### config.mk
export PLATFORM = sky130hd
export DESIGN_NAME = rtcw_top
export DESIGN_NICKNAME = d
export VERILOG_FILES = /design/src/inc/rtcw_pkg.sv /design/src/design/rtcw_top.sv
export VERILOG_INCLUDE_DIRS = /design/src /design/src/inc
export SDC_FILE = /design/constraint.sdc
export NUM_CORES = 1
export LEC_CHECK = 0
export BUFFER_PORTS_ARGS = -buffer_cell sky130_fd_sc_hd__buf_2
export CORE_AREA = 4 4 190 192
export CTS_CLUSTER_DIAMETER = 200
export CTS_CLUSTER_SIZE = 12
export DETAILED_ROUTE_END_ITERATION = 8
export DIE_AREA = 0 0 194 196
export PLACE_DENSITY_LB_ADDON = 0.3
export SYNTH_ARGS = -nofsm -noshare
export SYNTH_HDL_FRONTEND = slang
export SYNTH_SLANG_ARGS = --single-unit
### constraint.sdc
create_clock -name i_ref_clk -period 9.92 [get_ports i_ref_clk]
set_input_delay 0 -clock i_ref_clk [delete_from_list [all_inputs] [get_ports i_ref_clk]]
set_output_delay 0 -clock i_ref_clk [all_outputs]
set_load 0.02 [all_outputs]
### src/inc/rtcw_cfg.svh
// Timing counts, limits and reset values of the timer and clock watch block
`ifndef RTCW_CFG_SVH
`define RTCW_CFG_SVH

`define RTCW_CLK_PERIOD_PS      10_000
`define RTCW_DECR_PERIOD_PS     31_250_000
`define RTCW_DECR_CYCLES        (`RTCW_DECR_PERIOD_PS / `RTCW_CLK_PERIOD_PS)
`define RTCW_DECR_CNT_W         12

`define RTCW_COUNT_RST          32'hFFFF_FFFF
`define RTCW_RELOAD_RST         32'h0000_0000
`define RTCW_PAT_IDX_RST        7'h00

`define RTCW_SEC_MAX            6'h3B
`define RTCW_MIN_MAX            6'h3B
`define RTCW_HOUR_MAX           5'h17
`define RTCW_WDAY_FIRST         3'h1
`define RTCW_WDAY_LAST          3'h7
`define RTCW_MDAY_FIRST         5'h01
`define RTCW_MONTH_FIRST        4'h1
`define RTCW_MONTH_LAST         4'hC
`define RTCW_MONTH_FEB          4'h2
`define RTCW_MONTH_APR          4'h4
`define RTCW_MONTH_JUN          4'h6
`define RTCW_MONTH_SEP          4'h9
`define RTCW_MONTH_NOV          4'hB
`define RTCW_MDAY_31            5'h1F
`define RTCW_MDAY_30            5'h1E
`define RTCW_MDAY_29            5'h1D
`define RTCW_MDAY_28            5'h1C
`define RTCW_YEAR_RST           13'h0000
`define RTCW_YEAR_C100          13'h0064
`define RTCW_YEAR_C400          13'h0190

`define RTCW_IRQ_TIMER          0
`define RTCW_IRQ_ALARM          1

`endif

### src/inc/rtcw_pkg.sv
// Types shared by the timer and clock watch block
package rtcw_pkg;

  typedef struct packed {
    logic [3:0] month;
    logic [4:0] monthday;
    logic [2:0] weekday;
    logic [4:0] hour;
    logic [5:0] minute;
    logic [5:0] second;
  } rtcw_date_s;

  typedef struct packed {
    logic       self_start;
    logic [6:0] pattern_len;
    logic       oneshot_select;
    logic       timer_run_enable;
  } rtcw_timer_ctrl_s;

  typedef logic [12:0] rtcw_year_t;
  typedef logic [1:0]  rtcw_irq_t;

endpackage
### src/design/rtcw_top.sv
// Interval timer with two-value reload pattern and calendar clock watch with alarm
`timescale 1ns/1ps
`default_nettype none
`include "rtcw_cfg.svh"

module rtcw_top (
  input  wire logic                       i_ref_clk,
  input  wire logic                       i_rst_n,
  input  wire logic                       i_timer_ctrl_wr,
  input  wire rtcw_pkg::rtcw_timer_ctrl_s i_timer_ctrl,
  input  wire logic                       i_first_reload_wr,
  input  wire logic                       i_second_reload_wr,
  input  wire logic [31:0]                i_reload_data,
  input  wire logic [127:0]               i_pattern,
  input  wire logic                       i_one_hertz_tick,
  input  wire logic                       i_date_time_preset_wr,
  input  wire rtcw_pkg::rtcw_date_s       i_date_time_preset,
  input  wire logic                       i_year_preset_wr,
  input  wire rtcw_pkg::rtcw_year_t       i_year_preset,
  input  wire rtcw_pkg::rtcw_date_s       i_date_time_alarm,
  input  wire rtcw_pkg::rtcw_year_t       i_year_alarm,
  input  wire logic                       i_irq_clear_wr,
  input  wire rtcw_pkg::rtcw_irq_t        i_irq_clear,
  input  wire rtcw_pkg::rtcw_irq_t        i_irq_mask,
  output logic [31:0]                     o_timer_count_value,
  output logic [31:0]                     o_first_reload_value,
  output logic [31:0]                     o_second_reload_value,
  output logic                            o_timer_run_enable,
  output logic [6:0]                      o_pattern_index,
  output rtcw_pkg::rtcw_date_s            o_date_time_count,
  output rtcw_pkg::rtcw_year_t            o_year_count,
  output rtcw_pkg::rtcw_irq_t             o_raw_irq_status,
  output rtcw_pkg::rtcw_irq_t             o_masked_irq_status,
  output logic                            o_combined_irq
);
  import rtcw_pkg::*;

  localparam logic [`RTCW_DECR_CNT_W-1:0] DECR_LAST = `RTCW_DECR_CNT_W'(`RTCW_DECR_CYCLES - 1);

  ////////////////////////////////////////////////////////////////////////////
  // Timer state

  logic [`RTCW_DECR_CNT_W-1:0] decr_div_ff;
  logic                        decr_tick;
  logic [31:0]                 count_ff;
  logic [31:0]                 reload1_ff;
  logic [31:0]                 reload2_ff;
  logic                        run_ff;
  logic                        oneshot_ff;
  logic                        self_start_ff;
  logic [6:0]                  pat_len_ff;
  logic [6:0]                  pat_idx_ff;
  logic [6:0]                  nxt_pat_idx;
  logic [32:0]                 dec_full;
  logic                        timer_wrap;
  logic                        halted_wr;
  logic                        start_edge;

  // Prescaler from the fast clock down to the counter step rate
  always_ff @(posedge i_ref_clk or negedge i_rst_n) begin
    if (!i_rst_n) begin
      decr_div_ff <= '0;
    end else if (!run_ff || decr_div_ff == DECR_LAST) begin
      decr_div_ff <= '0;
    end else begin
      decr_div_ff <= decr_div_ff + `RTCW_DECR_CNT_W'(1);
    end
  end

  assign decr_tick  = run_ff && (decr_div_ff == DECR_LAST);
  assign dec_full   = {1'b0, count_ff} - 33'd1;
  // Carry out of the full width marks the pass through zero
  assign timer_wrap = decr_tick && dec_full[32];
  assign halted_wr  = !run_ff;
  assign start_edge = i_timer_ctrl_wr && i_timer_ctrl.timer_run_enable && !run_ff;

  always_comb begin
    nxt_pat_idx = pat_idx_ff + 7'd1;
    // A length of 0 or 1 keeps the timer on pattern bit 0
    if (nxt_pat_idx >= pat_len_ff) begin
      nxt_pat_idx = `RTCW_PAT_IDX_RST;
    end
  end

  // Control fields
  always_ff @(posedge i_ref_clk or negedge i_rst_n) begin
    if (!i_rst_n) begin
      oneshot_ff    <= 1'b0;
      self_start_ff <= 1'b0;
      pat_len_ff    <= '0;
    end else if (i_timer_ctrl_wr) begin
      oneshot_ff    <= i_timer_ctrl.oneshot_select;
      self_start_ff <= i_timer_ctrl.self_start;
      pat_len_ff    <= i_timer_ctrl.pattern_len;
    end
  end

  // Run enable: software writes it, one-shot wrap and reload writes steer it
  always_ff @(posedge i_ref_clk or negedge i_rst_n) begin
    if (!i_rst_n) begin
      run_ff <= 1'b0;
    end else if (i_timer_ctrl_wr) begin
      run_ff <= i_timer_ctrl.timer_run_enable;
    end else if (timer_wrap && oneshot_ff) begin
      run_ff <= 1'b0;
    end else if (halted_wr && self_start_ff && (i_first_reload_wr || i_second_reload_wr)) begin
      run_ff <= 1'b1;
    end
  end

  // Reload values only change while the counter stands
  always_ff @(posedge i_ref_clk or negedge i_rst_n) begin
    if (!i_rst_n) begin
      reload1_ff <= `RTCW_RELOAD_RST;
    end else if (i_first_reload_wr && halted_wr) begin
      reload1_ff <= i_reload_data;
    end
  end

  always_ff @(posedge i_ref_clk or negedge i_rst_n) begin
    if (!i_rst_n) begin
      reload2_ff <= `RTCW_RELOAD_RST;
    end else if (i_second_reload_wr && halted_wr) begin
      reload2_ff <= i_reload_data;
    end
  end

  // Down-counter
  always_ff @(posedge i_ref_clk or negedge i_rst_n) begin
    if (!i_rst_n) begin
      count_ff <= `RTCW_COUNT_RST;
    end else if (start_edge) begin
      count_ff <= reload1_ff;
    end else if (i_first_reload_wr && halted_wr) begin
      count_ff <= i_reload_data;
    end else if (timer_wrap) begin
      if (oneshot_ff) begin
        count_ff <= '0;
      end else if (i_pattern[pat_idx_ff]) begin
        count_ff <= reload2_ff;
      end else begin
        count_ff <= reload1_ff;
      end
    end else if (decr_tick) begin
      count_ff <= dec_full[31:0];
    end
  end

  // Pattern position restarts when a control write starts the counter from standstill; a self-start by reload write keeps it
  always_ff @(posedge i_ref_clk or negedge i_rst_n) begin
    if (!i_rst_n) begin
      pat_idx_ff <= `RTCW_PAT_IDX_RST;
    end else if (start_edge) begin
      pat_idx_ff <= `RTCW_PAT_IDX_RST;
    end else if (timer_wrap && !oneshot_ff) begin
      pat_idx_ff <= nxt_pat_idx;
    end
  end

  ////////////////////////////////////////////////////////////////////////////
  // Clock watch

  logic       tick_meta_ff;
  logic       tick_sync_ff;
  logic       tick_prev_ff;
  logic       sec_tick;
  logic       preset_pend_ff;
  rtcw_date_s preset_date_ff;
  rtcw_year_t preset_year_ff;
  rtcw_date_s date_ff;
  rtcw_year_t year_ff;
  rtcw_date_s nxt_date;
  rtcw_year_t nxt_year;
  logic [4:0] mday_last;
  logic       leap;
  logic       alarm_hit;

  // The tick comes from another domain: two flops before the edge detector
  always_ff @(posedge i_ref_clk or negedge i_rst_n) begin
    if (!i_rst_n) begin
      tick_meta_ff <= 1'b0;
      tick_sync_ff <= 1'b0;
      tick_prev_ff <= 1'b0;
    end else begin
      tick_meta_ff <= i_one_hertz_tick;
      tick_sync_ff <= tick_meta_ff;
      tick_prev_ff <= tick_sync_ff;
    end
  end

  assign sec_tick = tick_sync_ff && !tick_prev_ff;

  always_ff @(posedge i_ref_clk or negedge i_rst_n) begin
    if (!i_rst_n) begin
      preset_date_ff <= '0;
    end else if (i_date_time_preset_wr) begin
      preset_date_ff <= i_date_time_preset;
    end
  end

  always_ff @(posedge i_ref_clk or negedge i_rst_n) begin
    if (!i_rst_n) begin
      preset_year_ff <= '0;
    end else if (i_year_preset_wr) begin
      preset_year_ff <= i_year_preset;
    end
  end

  // A preset write in the tick cycle waits for the following tick
  always_ff @(posedge i_ref_clk or negedge i_rst_n) begin
    if (!i_rst_n) begin
      preset_pend_ff <= 1'b0;
    end else if (i_date_time_preset_wr) begin
      preset_pend_ff <= 1'b1;
    end else if (sec_tick) begin
      preset_pend_ff <= 1'b0;
    end
  end

  // Full Gregorian leap rule; out-of-range fields are not guarded
  assign leap = (year_ff[1:0] == 2'b00) &&
                ((year_ff % `RTCW_YEAR_C100) != '0 || (year_ff % `RTCW_YEAR_C400) == '0);

  always_comb begin
    case (date_ff.month)
      `RTCW_MONTH_FEB: mday_last = leap ? `RTCW_MDAY_29 : `RTCW_MDAY_28;
      `RTCW_MONTH_APR,
      `RTCW_MONTH_JUN,
      `RTCW_MONTH_SEP,
      `RTCW_MONTH_NOV: mday_last = `RTCW_MDAY_30;
      default:         mday_last = `RTCW_MDAY_31;
    endcase
  end

  // Ripple of carries from seconds up to year
  always_comb begin
    nxt_date = date_ff;
    nxt_year = year_ff;
    if (date_ff.second != `RTCW_SEC_MAX) begin
      nxt_date.second = date_ff.second + 6'd1;
    end else begin
      nxt_date.second = '0;
      if (date_ff.minute != `RTCW_MIN_MAX) begin
        nxt_date.minute = date_ff.minute + 6'd1;
      end else begin
        nxt_date.minute = '0;
        if (date_ff.hour != `RTCW_HOUR_MAX) begin
          nxt_date.hour = date_ff.hour + 5'd1;
        end else begin
          nxt_date.hour = '0;
          nxt_date.weekday = (date_ff.weekday == `RTCW_WDAY_LAST) ? `RTCW_WDAY_FIRST
                                                                   : date_ff.weekday + 3'd1;
          if (date_ff.monthday != mday_last) begin
            nxt_date.monthday = date_ff.monthday + 5'd1;
          end else begin
            nxt_date.monthday = `RTCW_MDAY_FIRST;
            if (date_ff.month != `RTCW_MONTH_LAST) begin
              nxt_date.month = date_ff.month + 4'd1;
            end else begin
              nxt_date.month = `RTCW_MONTH_FIRST;
              nxt_year       = year_ff + 13'd1;
            end
          end
        end
      end
    end
  end

  always_ff @(posedge i_ref_clk or negedge i_rst_n) begin
    if (!i_rst_n) begin
      date_ff         <= '0;
      date_ff.weekday <= `RTCW_WDAY_FIRST;
      date_ff.monthday <= `RTCW_MDAY_FIRST;
      date_ff.month   <= `RTCW_MONTH_FIRST;
      year_ff         <= `RTCW_YEAR_RST;
    end else if (sec_tick && preset_pend_ff) begin
      date_ff <= preset_date_ff;
      year_ff <= preset_year_ff;
    end else if (sec_tick) begin
      date_ff <= nxt_date;
      year_ff <= nxt_year;
    end
  end

  // Compare the incremented values so the alarm lands with the new time
  always_comb begin
    alarm_hit = (nxt_date.second == i_date_time_alarm.second) &&
                (i_date_time_alarm.second <= `RTCW_SEC_MAX) &&
                (nxt_date.minute == i_date_time_alarm.minute) &&
                (i_date_time_alarm.minute <= `RTCW_MIN_MAX) &&
                (nxt_date.hour == i_date_time_alarm.hour) &&
                (i_date_time_alarm.hour <= `RTCW_HOUR_MAX);
    if (i_date_time_alarm.month != '0 && i_date_time_alarm.month != nxt_date.month) begin
      alarm_hit = 1'b0;
    end
    if (i_date_time_alarm.monthday != '0 && i_date_time_alarm.monthday != nxt_date.monthday) begin
      alarm_hit = 1'b0;
    end
    if (i_date_time_alarm.weekday != '0 && i_date_time_alarm.weekday != nxt_date.weekday) begin
      alarm_hit = 1'b0;
    end
    if (i_year_alarm != '0 && i_year_alarm != nxt_year) begin
      alarm_hit = 1'b0;
    end
  end

  ////////////////////////////////////////////////////////////////////////////
  // Interrupt status

  rtcw_irq_t raw_ff;
  rtcw_irq_t irq_set;
  rtcw_irq_t irq_clr;
  rtcw_irq_t nxt_raw;

  always_comb begin
    irq_set = '0;
    irq_set[`RTCW_IRQ_TIMER] = timer_wrap;
    irq_set[`RTCW_IRQ_ALARM] = sec_tick && !preset_pend_ff && alarm_hit;
    irq_clr = i_irq_clear_wr ? i_irq_clear : '0;
    // A new event beats a clear in the same cycle
    nxt_raw = (raw_ff & ~irq_clr) | irq_set;
  end

  always_ff @(posedge i_ref_clk or negedge i_rst_n) begin
    if (!i_rst_n) begin
      raw_ff              <= '0;
      o_masked_irq_status <= '0;
      o_combined_irq      <= 1'b0;
    end else begin
      raw_ff              <= nxt_raw;
      o_masked_irq_status <= nxt_raw & i_irq_mask;
      o_combined_irq      <= |(nxt_raw & i_irq_mask);
    end
  end

  assign o_raw_irq_status      = raw_ff;
  assign o_timer_count_value   = count_ff;
  assign o_first_reload_value  = reload1_ff;
  assign o_second_reload_value = reload2_ff;
  assign o_timer_run_enable    = run_ff;
  assign o_pattern_index       = pat_idx_ff;
  assign o_date_time_count     = date_ff;
  assign o_year_count          = year_ff;

endmodule

`default_nettype wire

== After elaboration in Yosys (flattened, before gate mapping) ==
Cells that the tools add are included.
Storage, ports and cells
  flip-flop bits (word level): 218
  bits of input ports: 267
  output and inout port bits: 151
  word-level logic and storage cells: 158
Cells by class
  add/sub/neg operators: 10
  div/mod/pow operators: 2
  order comparisons: 5
  equal/unequal tests: 19
  mux-type cells: 43
  bitwise operators: 4
  reduce and logical (&&, ||, !) cells: 45
Operators by type and width (count)
  two-way mux 32 bit: 6
  two-way mux 13 bit: 7
  two-way mux 29 bit: 2
  subtractor 32 x 1 -> 33 bit (second input constant): 1
  nonzero test 13 bit: 2
  logical AND 1 bit: 24
  two-way mux 12 bit: 2
  two-way mux 23 bit: 1
  two-way mux 7 bit: 3
  two-way mux 17 bit: 1
  adder 13 x 1 -> 13 bit (second input constant): 1
  logical NOT 13 bit: 1
  modulo 13 x 7 -> 13 bit (second input constant): 1
  modulo 13 x 9 -> 13 bit (second input constant): 1
  != test 13 bit: 1
  adder 12 x 1 -> 12 bit (second input constant): 1
  adder 6 x 1 -> 6 bit (second input constant): 2
  == test 12 bit (second input constant): 1
  == test 6 bit: 2
  less-or-equal comparator 6 bit (second input constant): 2
  two-way mux 6 bit: 2
  != test 6 bit (second input constant): 2
  two-way mux 1 bit: 11
  adder 5 x 1 -> 5 bit (second input constant): 2
  other kinds (34): 49

== Logic depth before layout (Yosys ltp) ==
  word-level depth: 24
  gate-level depth with buffers: 22
  depth with buffers taken out: 19

== Worst setup path after synthesis ==
OpenSTA, ideal clock, no wires.
  path kind: register to register
  from: register year_ff[9], in the netlist o_year_count[9]
  to: register o_masked_irq_status[1]
  library setup time: 0.105 ns
  arrival time: 5.064 ns
  required time: 9.815 ns
  slack: 4.751 ns
  stages on the path, launching flop included: 21
  buffers on the path: 2
  clock period less this slack: 5.169 ns
  cells stage by stage: dfrtp_1 > buf_6 > or3_4 > o311ai_2 > a221oi_2 > o31a_1 > o22ai_4 > mux2_4 > or3_1 > buf_6 > o21ai_2 > nand2_1 > o311a_1 > a21o_1 > a2111o_1 > and3b_1 > o31ai_1 > mux2i_1 > o31a_1 > a21oi_1 > nor4b_1
Between the ends
  word-level cells in the longest chain between the ends: 20
  elaborated cells between the ends (all ways): 33
  classes of those cells: add/sub: 1; div: 2; eq/ne: 4; mux: 16; bitwise: 2; reduce/logical: 8
Ends and longest elaborated chain
  from (decl): RTL line rtcw_top.sv:171  | rtcw_year_t year_ff;
  from (signal assigned): RTL line rtcw_top.sv:275  | year_ff <= `RTCW_YEAR_RST;
  from (signal assigned): RTL line rtcw_top.sv:278  | year_ff <= preset_year_ff;
  from (signal assigned): RTL line rtcw_top.sv:281  | year_ff <= nxt_year;
  modulo 13 x 7 -> 13 bit (no source line) or modulo 13 x 9 -> 13 bit (tied branches)
  nonzero test 13 bit or logical NOT 13 bit (tied branches): RTL line rtcw_top.sv:222  | ((year_ff % `RTCW_YEAR_C100) != '0 || (year_ff % `RTCW_YEAR_C400) == '0);
  logical OR 1 bit: RTL line rtcw_top.sv:222
  logical AND 1 bit: RTL line rtcw_top.sv:221  | assign leap = (year_ff[1:0] == 2'b00) &&
  two-way mux 1 bit (no source line)
  one-hot mux 2 bit (2 select lines): RTL line rtcw_top.sv:225  | case (date_ff.month)
  != test 5 bit: RTL line rtcw_top.sv:253  | if (date_ff.monthday != mday_last) begin
  two-way mux 4 bit: RTL line rtcw_top.sv:253
  (+4 left out)
  logical AND 1 bit: RTL line rtcw_top.sv:293  | if (i_date_time_alarm.month != '0 && i_date_time_alarm.month != nxt_date.month) begin
  two-way mux 1 bit: RTL line rtcw_top.sv:293
  two-way mux 1 bit: RTL line rtcw_top.sv:296  | if (i_date_time_alarm.monthday != '0 && i_date_time_alarm.monthday != nxt_date.monthday) begin
  two-way mux 1 bit: RTL line rtcw_top.sv:299  | if (i_date_time_alarm.weekday != '0 && i_date_time_alarm.weekday != nxt_date.weekday) begin
  two-way mux 1 bit *: RTL line rtcw_top.sv:302  | if (i_year_alarm != '0 && i_year_alarm != nxt_year) begin
  logical AND 1 bit *: RTL line rtcw_top.sv:318  | irq_set[`RTCW_IRQ_ALARM] = sec_tick && !preset_pend_ff && alarm_hit;
  OR 2 bit *: RTL line rtcw_top.sv:321  | nxt_raw = (raw_ff & ~irq_clr) | irq_set;
  bitwise AND 2 bit *: RTL line rtcw_top.sv:331  | o_masked_irq_status <= nxt_raw & i_irq_mask;
  to (signal assigned): RTL line rtcw_top.sv:331
  to (decl): RTL line rtcw_top.sv:33  | output rtcw_pkg::rtcw_irq_t o_masked_irq_status,
Mark *: on every way between the ends. The rest lies on a longest branch, timed or not.
A chain may end at the register's enable or synchronous reset.

== Worst setup path after layout ==
  from: register year_ff[11], in the netlist o_year_count[11]
  to: register o_combined_irq
Between the ends
  word-level cells in the longest chain between the ends: 21
  elaborated cells between the ends (all ways): 34
  classes of those cells: add/sub: 1; div: 2; eq/ne: 4; mux: 16; bitwise: 2; reduce/logical: 9
Ends and longest elaborated chain
  modulo 13 x 7 -> 13 bit (no source line) or modulo 13 x 9 -> 13 bit (tied branches)
  nonzero test 13 bit or logical NOT 13 bit (tied branches): RTL line rtcw_top.sv:222
  logical OR 1 bit: RTL line rtcw_top.sv:222
  logical AND 1 bit: RTL line rtcw_top.sv:221
  two-way mux 1 bit (no source line)
  one-hot mux 2 bit (2 select lines): RTL line rtcw_top.sv:225
  != test 5 bit: RTL line rtcw_top.sv:253
  two-way mux 4 bit: RTL line rtcw_top.sv:253
  (+5 left out)
  two-way mux 1 bit: RTL line rtcw_top.sv:293
  two-way mux 1 bit: RTL line rtcw_top.sv:296
  two-way mux 1 bit: RTL line rtcw_top.sv:299
  two-way mux 1 bit *: RTL line rtcw_top.sv:302
  logical AND 1 bit *: RTL line rtcw_top.sv:318
  OR 2 bit *: RTL line rtcw_top.sv:321
  bitwise AND 2 bit *: RTL line rtcw_top.sv:332  | o_combined_irq <= |(nxt_raw & i_irq_mask);
  OR reduction 2 bit *: RTL line rtcw_top.sv:332
  to (signal assigned): RTL line rtcw_top.sv:332
  to (decl): RTL line rtcw_top.sv:34  | output logic o_combined_irq
Marks and branches as above.

==> flow_summary.ini <==
[clock_network]
cts_buffer_depth = 3
cts-resized-gates = 0
cts_buffers = 22
path_clk_slew_ns = 0.07
clock_sinks = 218
h-tree-depth = 1
cts_tree = yes
clk-insertion-delay-late_ns = 0.53
cts-root-buf = clkbuf_16
post-cts-setup-buffers = 0

[power_and_ir_drop]
p_per_area_nw_per_um2 = 193
p_sw_mw = 1.59
pwr-share-seq_pct = 34.9
combPwrFrac_pct = 43.8
power_leakage_nw = 8.56
p_int_mw = 2.17
p_sw_share_pct = 42.2
p_clk_share_pct = 21.3
peakVddDrop_mv = 0.134

[grt]
grt_start_max_net_pins = 115
grt_pass1_wl_microns = 83800
grt.overflow.total = 0
track_usage_pct = 26.8
grt_use_met2_pct = 46.8
grt_pass1_vias = 15500
antenna_found_initial = 5
grt_use_met3_pct = 4.22
grtUsageMet1_pct = 32.0
grt_busiest_layer = met2

[synth]
synth_flop_cell = dfrtp_1
syn_nets = 1983
yosys.area.top_type = dfrtp_1
synth_seq_cells = 218
synth_edf_count = 0
synth_warnings = 0
yosysSeqAreaShare_pct = 36.0
synth_cells = 1693
async_flop_share_pct = 100
netlist_area_sq_um = 15300
synthTopCellsByArea = dfrtp_1 30%, mux4_2 6.2%, nand2_1 6.1%
syn_area_per_cell_sq_um = 9.02
yosysTopAreaCellShare_pct = 30.0
ys_types = 100

[job]
cap_violations = 0

[sta]
setup_viol = 0
post-route-min-period_ns = 7.27
tightest_slew_ns = 1.13
slew_headroom_pct = 24.5
rsz0062_at_grt = no
max_freq_mhz = 137
finClkSkew_ns = 0.0212
setup_tns_ns = 0
drv_slew = 0
hold_viol_final = 0
fin_crit_sh_pct = 73.3

[cells_and_area]
seq_area_sq_um = 5500
drive_gt1_share_pct = 30.2
fillers = 3065
final_net_count = 2453
multiInputGateArea_sq_um = 9170
areaGrowthSynthToFinish_pct = 27.8
design_area_sq_um = 19500

[routing]
drcViolationCount = 0
ant_nets = 0
dr.pass1.iters = 5
first_iter_violations = 1023
routed_wl_microns = 53200
vias = 15400
via_per_inst = 5.84
wl_per_cell_microns = 20.2

[worst_setup_path]
rr_endpoint = o_combined_irq$_DFF_PN0_
r2r_cells = 20
cp.arrival_ns = 7.73
required_ns = 10.37
crit_fanout = 33
critical_path.endpoint_type = flip-flop
r2r_setup_slack_ns = 2.65
startpoint_type = flip-flop
path_class = flip-flop to flip-flop
reg2reg_from = o_year_count[11]$_DFFE_PN0P_

[place]
placed_area_sq_um = 17600
place_congestion = 0.921
port_buffers = 417
hpwlAfterDp_microns = 37900

[run_status]
status = completed

[min_path]
hold_depth = 4
hold_path_end = o_raw_irq_status[1]$_DFF_PN0_
hp-start = i_date_time_alarm[27]
min_path_type = input port to flip-flop

[floorplanning]
die_area_sq_um = 38000
num_rows = 68
start_util_pct = 44.4
ioPinCount = 418
die_h_microns = 196
core_sq_um = 34400
die_width_microns = 194
## area by class of cell
type / instances / area share [%]
Clock inverter: 1 / 0.0577
Clock buffer: 39 / 3.26
Antenna cell: 2 / 0.0256
Tap cell: 455 / 2.92
Timing Repair Buffer: 560 / 17.9
Inverter: 34 / 0.654
Sequential cell: 218 / 28.2
Multi-Input combinational cell: 1327 / 47.0
## sequential cells by signal (all words and copies together) (netlist names)
name / flops
preset_year_ff: 13
tick_prev_ff: 1
o_timer_count_value: 32
o_first_reload_value: 32
oneshot_ff: 1
tick_sync_ff: 1
o_date_time_count: 29
preset_date_ff: 29
o_raw_irq_status: 2
tick_meta_ff: 1
o_second_reload_value: 32
o_timer_run_enable: 1
pat_len_ff: 7
o_pattern_index: 7
preset_pend_ff: 1
o_masked_irq_status: 2
o_combined_irq: 1
self_start_ff: 1
decr_div_ff: 12
o_year_count: 13
## stage by stage
| stage | util, % | power (mW) | std cells | worst slack [ns] | hold slack (ns) |
|---|---|---|---|---|---|
| finish | 56.8 | 3.76 | 2636 | 2.65 | 0.0245 |
| detailed placement | 51.1 | 2.90 | 2464 | 3.64 | 0.129 |
| floorplan | - | 2.42 | 1693 | 4.75 | -0.296 |
| global placement | 51.1 | 2.88 | 2464 | 3.79 | 0.129 |
| global route | 56.8 | 3.99 | 2636 | 2.24 | 0.0669 |
| CTS | 56.8 | 3.76 | 2634 | 2.71 | 0.0150 |
## cells in the mapped netlist, drive strengths merged (10+ instances only)
cell    count
or4        10
and3       14
mux2       78
or3        12
mux4       42
ha         23
o22ai      17
clkbuf     72
nand4      21
a22oi      19
inv        34
dfrtp     183
o211ai     13
a21oi     111
nand3      42
xnor2      44
dfstp      35
nand2     248
mux2i      47
o221ai     23
o21ai     151
nor4       14
xor2       40
a21o       11
nand2b     16
nor2      123
nor2b      15
buf        42
and2       11
a211oi     14
nor3       43
or2        10
## power groups by stage
stage          Clock (mW)  Combinational [mW]  Sequential (mW)
4_1_cts             0.820                1.64             1.30
5_1_grt             0.849                1.80             1.34
3_3_place_gp            0                1.57             1.31
2_1_floorplan           0                1.03             1.38
6_report            0.803                1.65             1.31
3_5_place_dp            0                1.58             1.32
## cell usage in the layout (no fill, tap or decap), types with 11 or more instances in the layout
cell	n
clkbuf_16	23
nand2_1	247
a21o_1	11
and3_1	12
buf_2	416
xnor2_1	44
mux4_2	42
mux2_2	77
or3_1	11
mux2i_1	45
o22ai_1	16
dlygate4sd3_1	130
o21ai_0	144
o221ai_1	22
nor4_1	14
nand2b_1	13
dfstp_2	35
ha_1	23
inv_1	34
nand4_1	21
nor2_1	120
nor2b_1	13
dfrtp_1	181
a21oi_1	106
nand3_1	41
buf_4	13
a211oi_1	11
xor2_1	40
a22oi_1	19
nor3_1	42
clkbuf_1	16
and2_1	11
o211ai_1	11
## metal layers
layer	up-vias	share of wire, %
met5	-	0.015
met4	2	5.8
met3	147	6.4
met2	643	50
met1	7456	38
li1	7137	-
## critical path, stage by stage (launching register included)
cell and delay [ns]:
dfrtp_1 0.98, inv_1 0.39, or4b_1 0.61, o311ai_1 0.16, o211ai_1 0.20, a211o_1 0.34
a221oi_1 0.31, o311ai_1 0.21, a22oi_1 0.35, o21ai_1 0.19, o311a_1 0.39, a21o_1 0.20
a2111o_1 0.46, and3b_1 0.21, o31ai_1 0.35, mux2i_1 0.22, o31a_1 0.19, nand3_1 0.08
dlygate4sd3_1 0.57, o31ai_1 0.18, dlygate4sd3_1 0.57
## worst max-delay path by stage
stage	startpoint	endpoint	slack (ns)	cells after the start
after detailed placement	o_year_count[11]$_DFFE_PN0P_	o_masked_irq_status[1]$_DFF_PN0_	3.64	18
after global placement	o_year_count[8]$_DFFE_PN0P_	o_masked_irq_status[1]$_DFF_PN0_	3.79	18
final	o_year_count[11]$_DFFE_PN0P_	o_combined_irq$_DFF_PN0_	2.65	20
after global routing	o_year_count[11]$_DFFE_PN0P_	o_combined_irq$_DFF_PN0_	2.24	20
after CTS	o_year_count[11]$_DFFE_PN0P_	o_combined_irq$_DFF_PN0_	2.71	20
after floorplan	o_year_count[9]$_DFFE_PN0P_	o_masked_irq_status[1]$_DFF_PN0_	4.75	20
## logic make-up (layout without fill, tap and decap cells)
kind of cell / Yosys count / in the layout / synth area share, %
other: 0 / 2 / 0
buffers and inverters: 148 / 634 / 4.22
multiplexers: 167 / 167 / 15.1
flip-flops: 218 / 218 / 36.0
XOR/XNOR: 84 / 84 / 4.82
AO/OA/AOI/OAI: 446 / 446 / 19.0
AND/OR/NAND/NOR: 607 / 607 / 18.9
adder cells (fa/ha/maj): 23 / 23 / 1.88
## repair_timing
| item | 4_1_cts | 5_1_grt |
|---|---|---|
| setup endpoints to repair | 0 | 0 |
| endpoints found under the hold margin | 251 | 0 |
| hold buffers | 130 | 0 |
No activity file was read; power rests on OpenSTA's default activity.
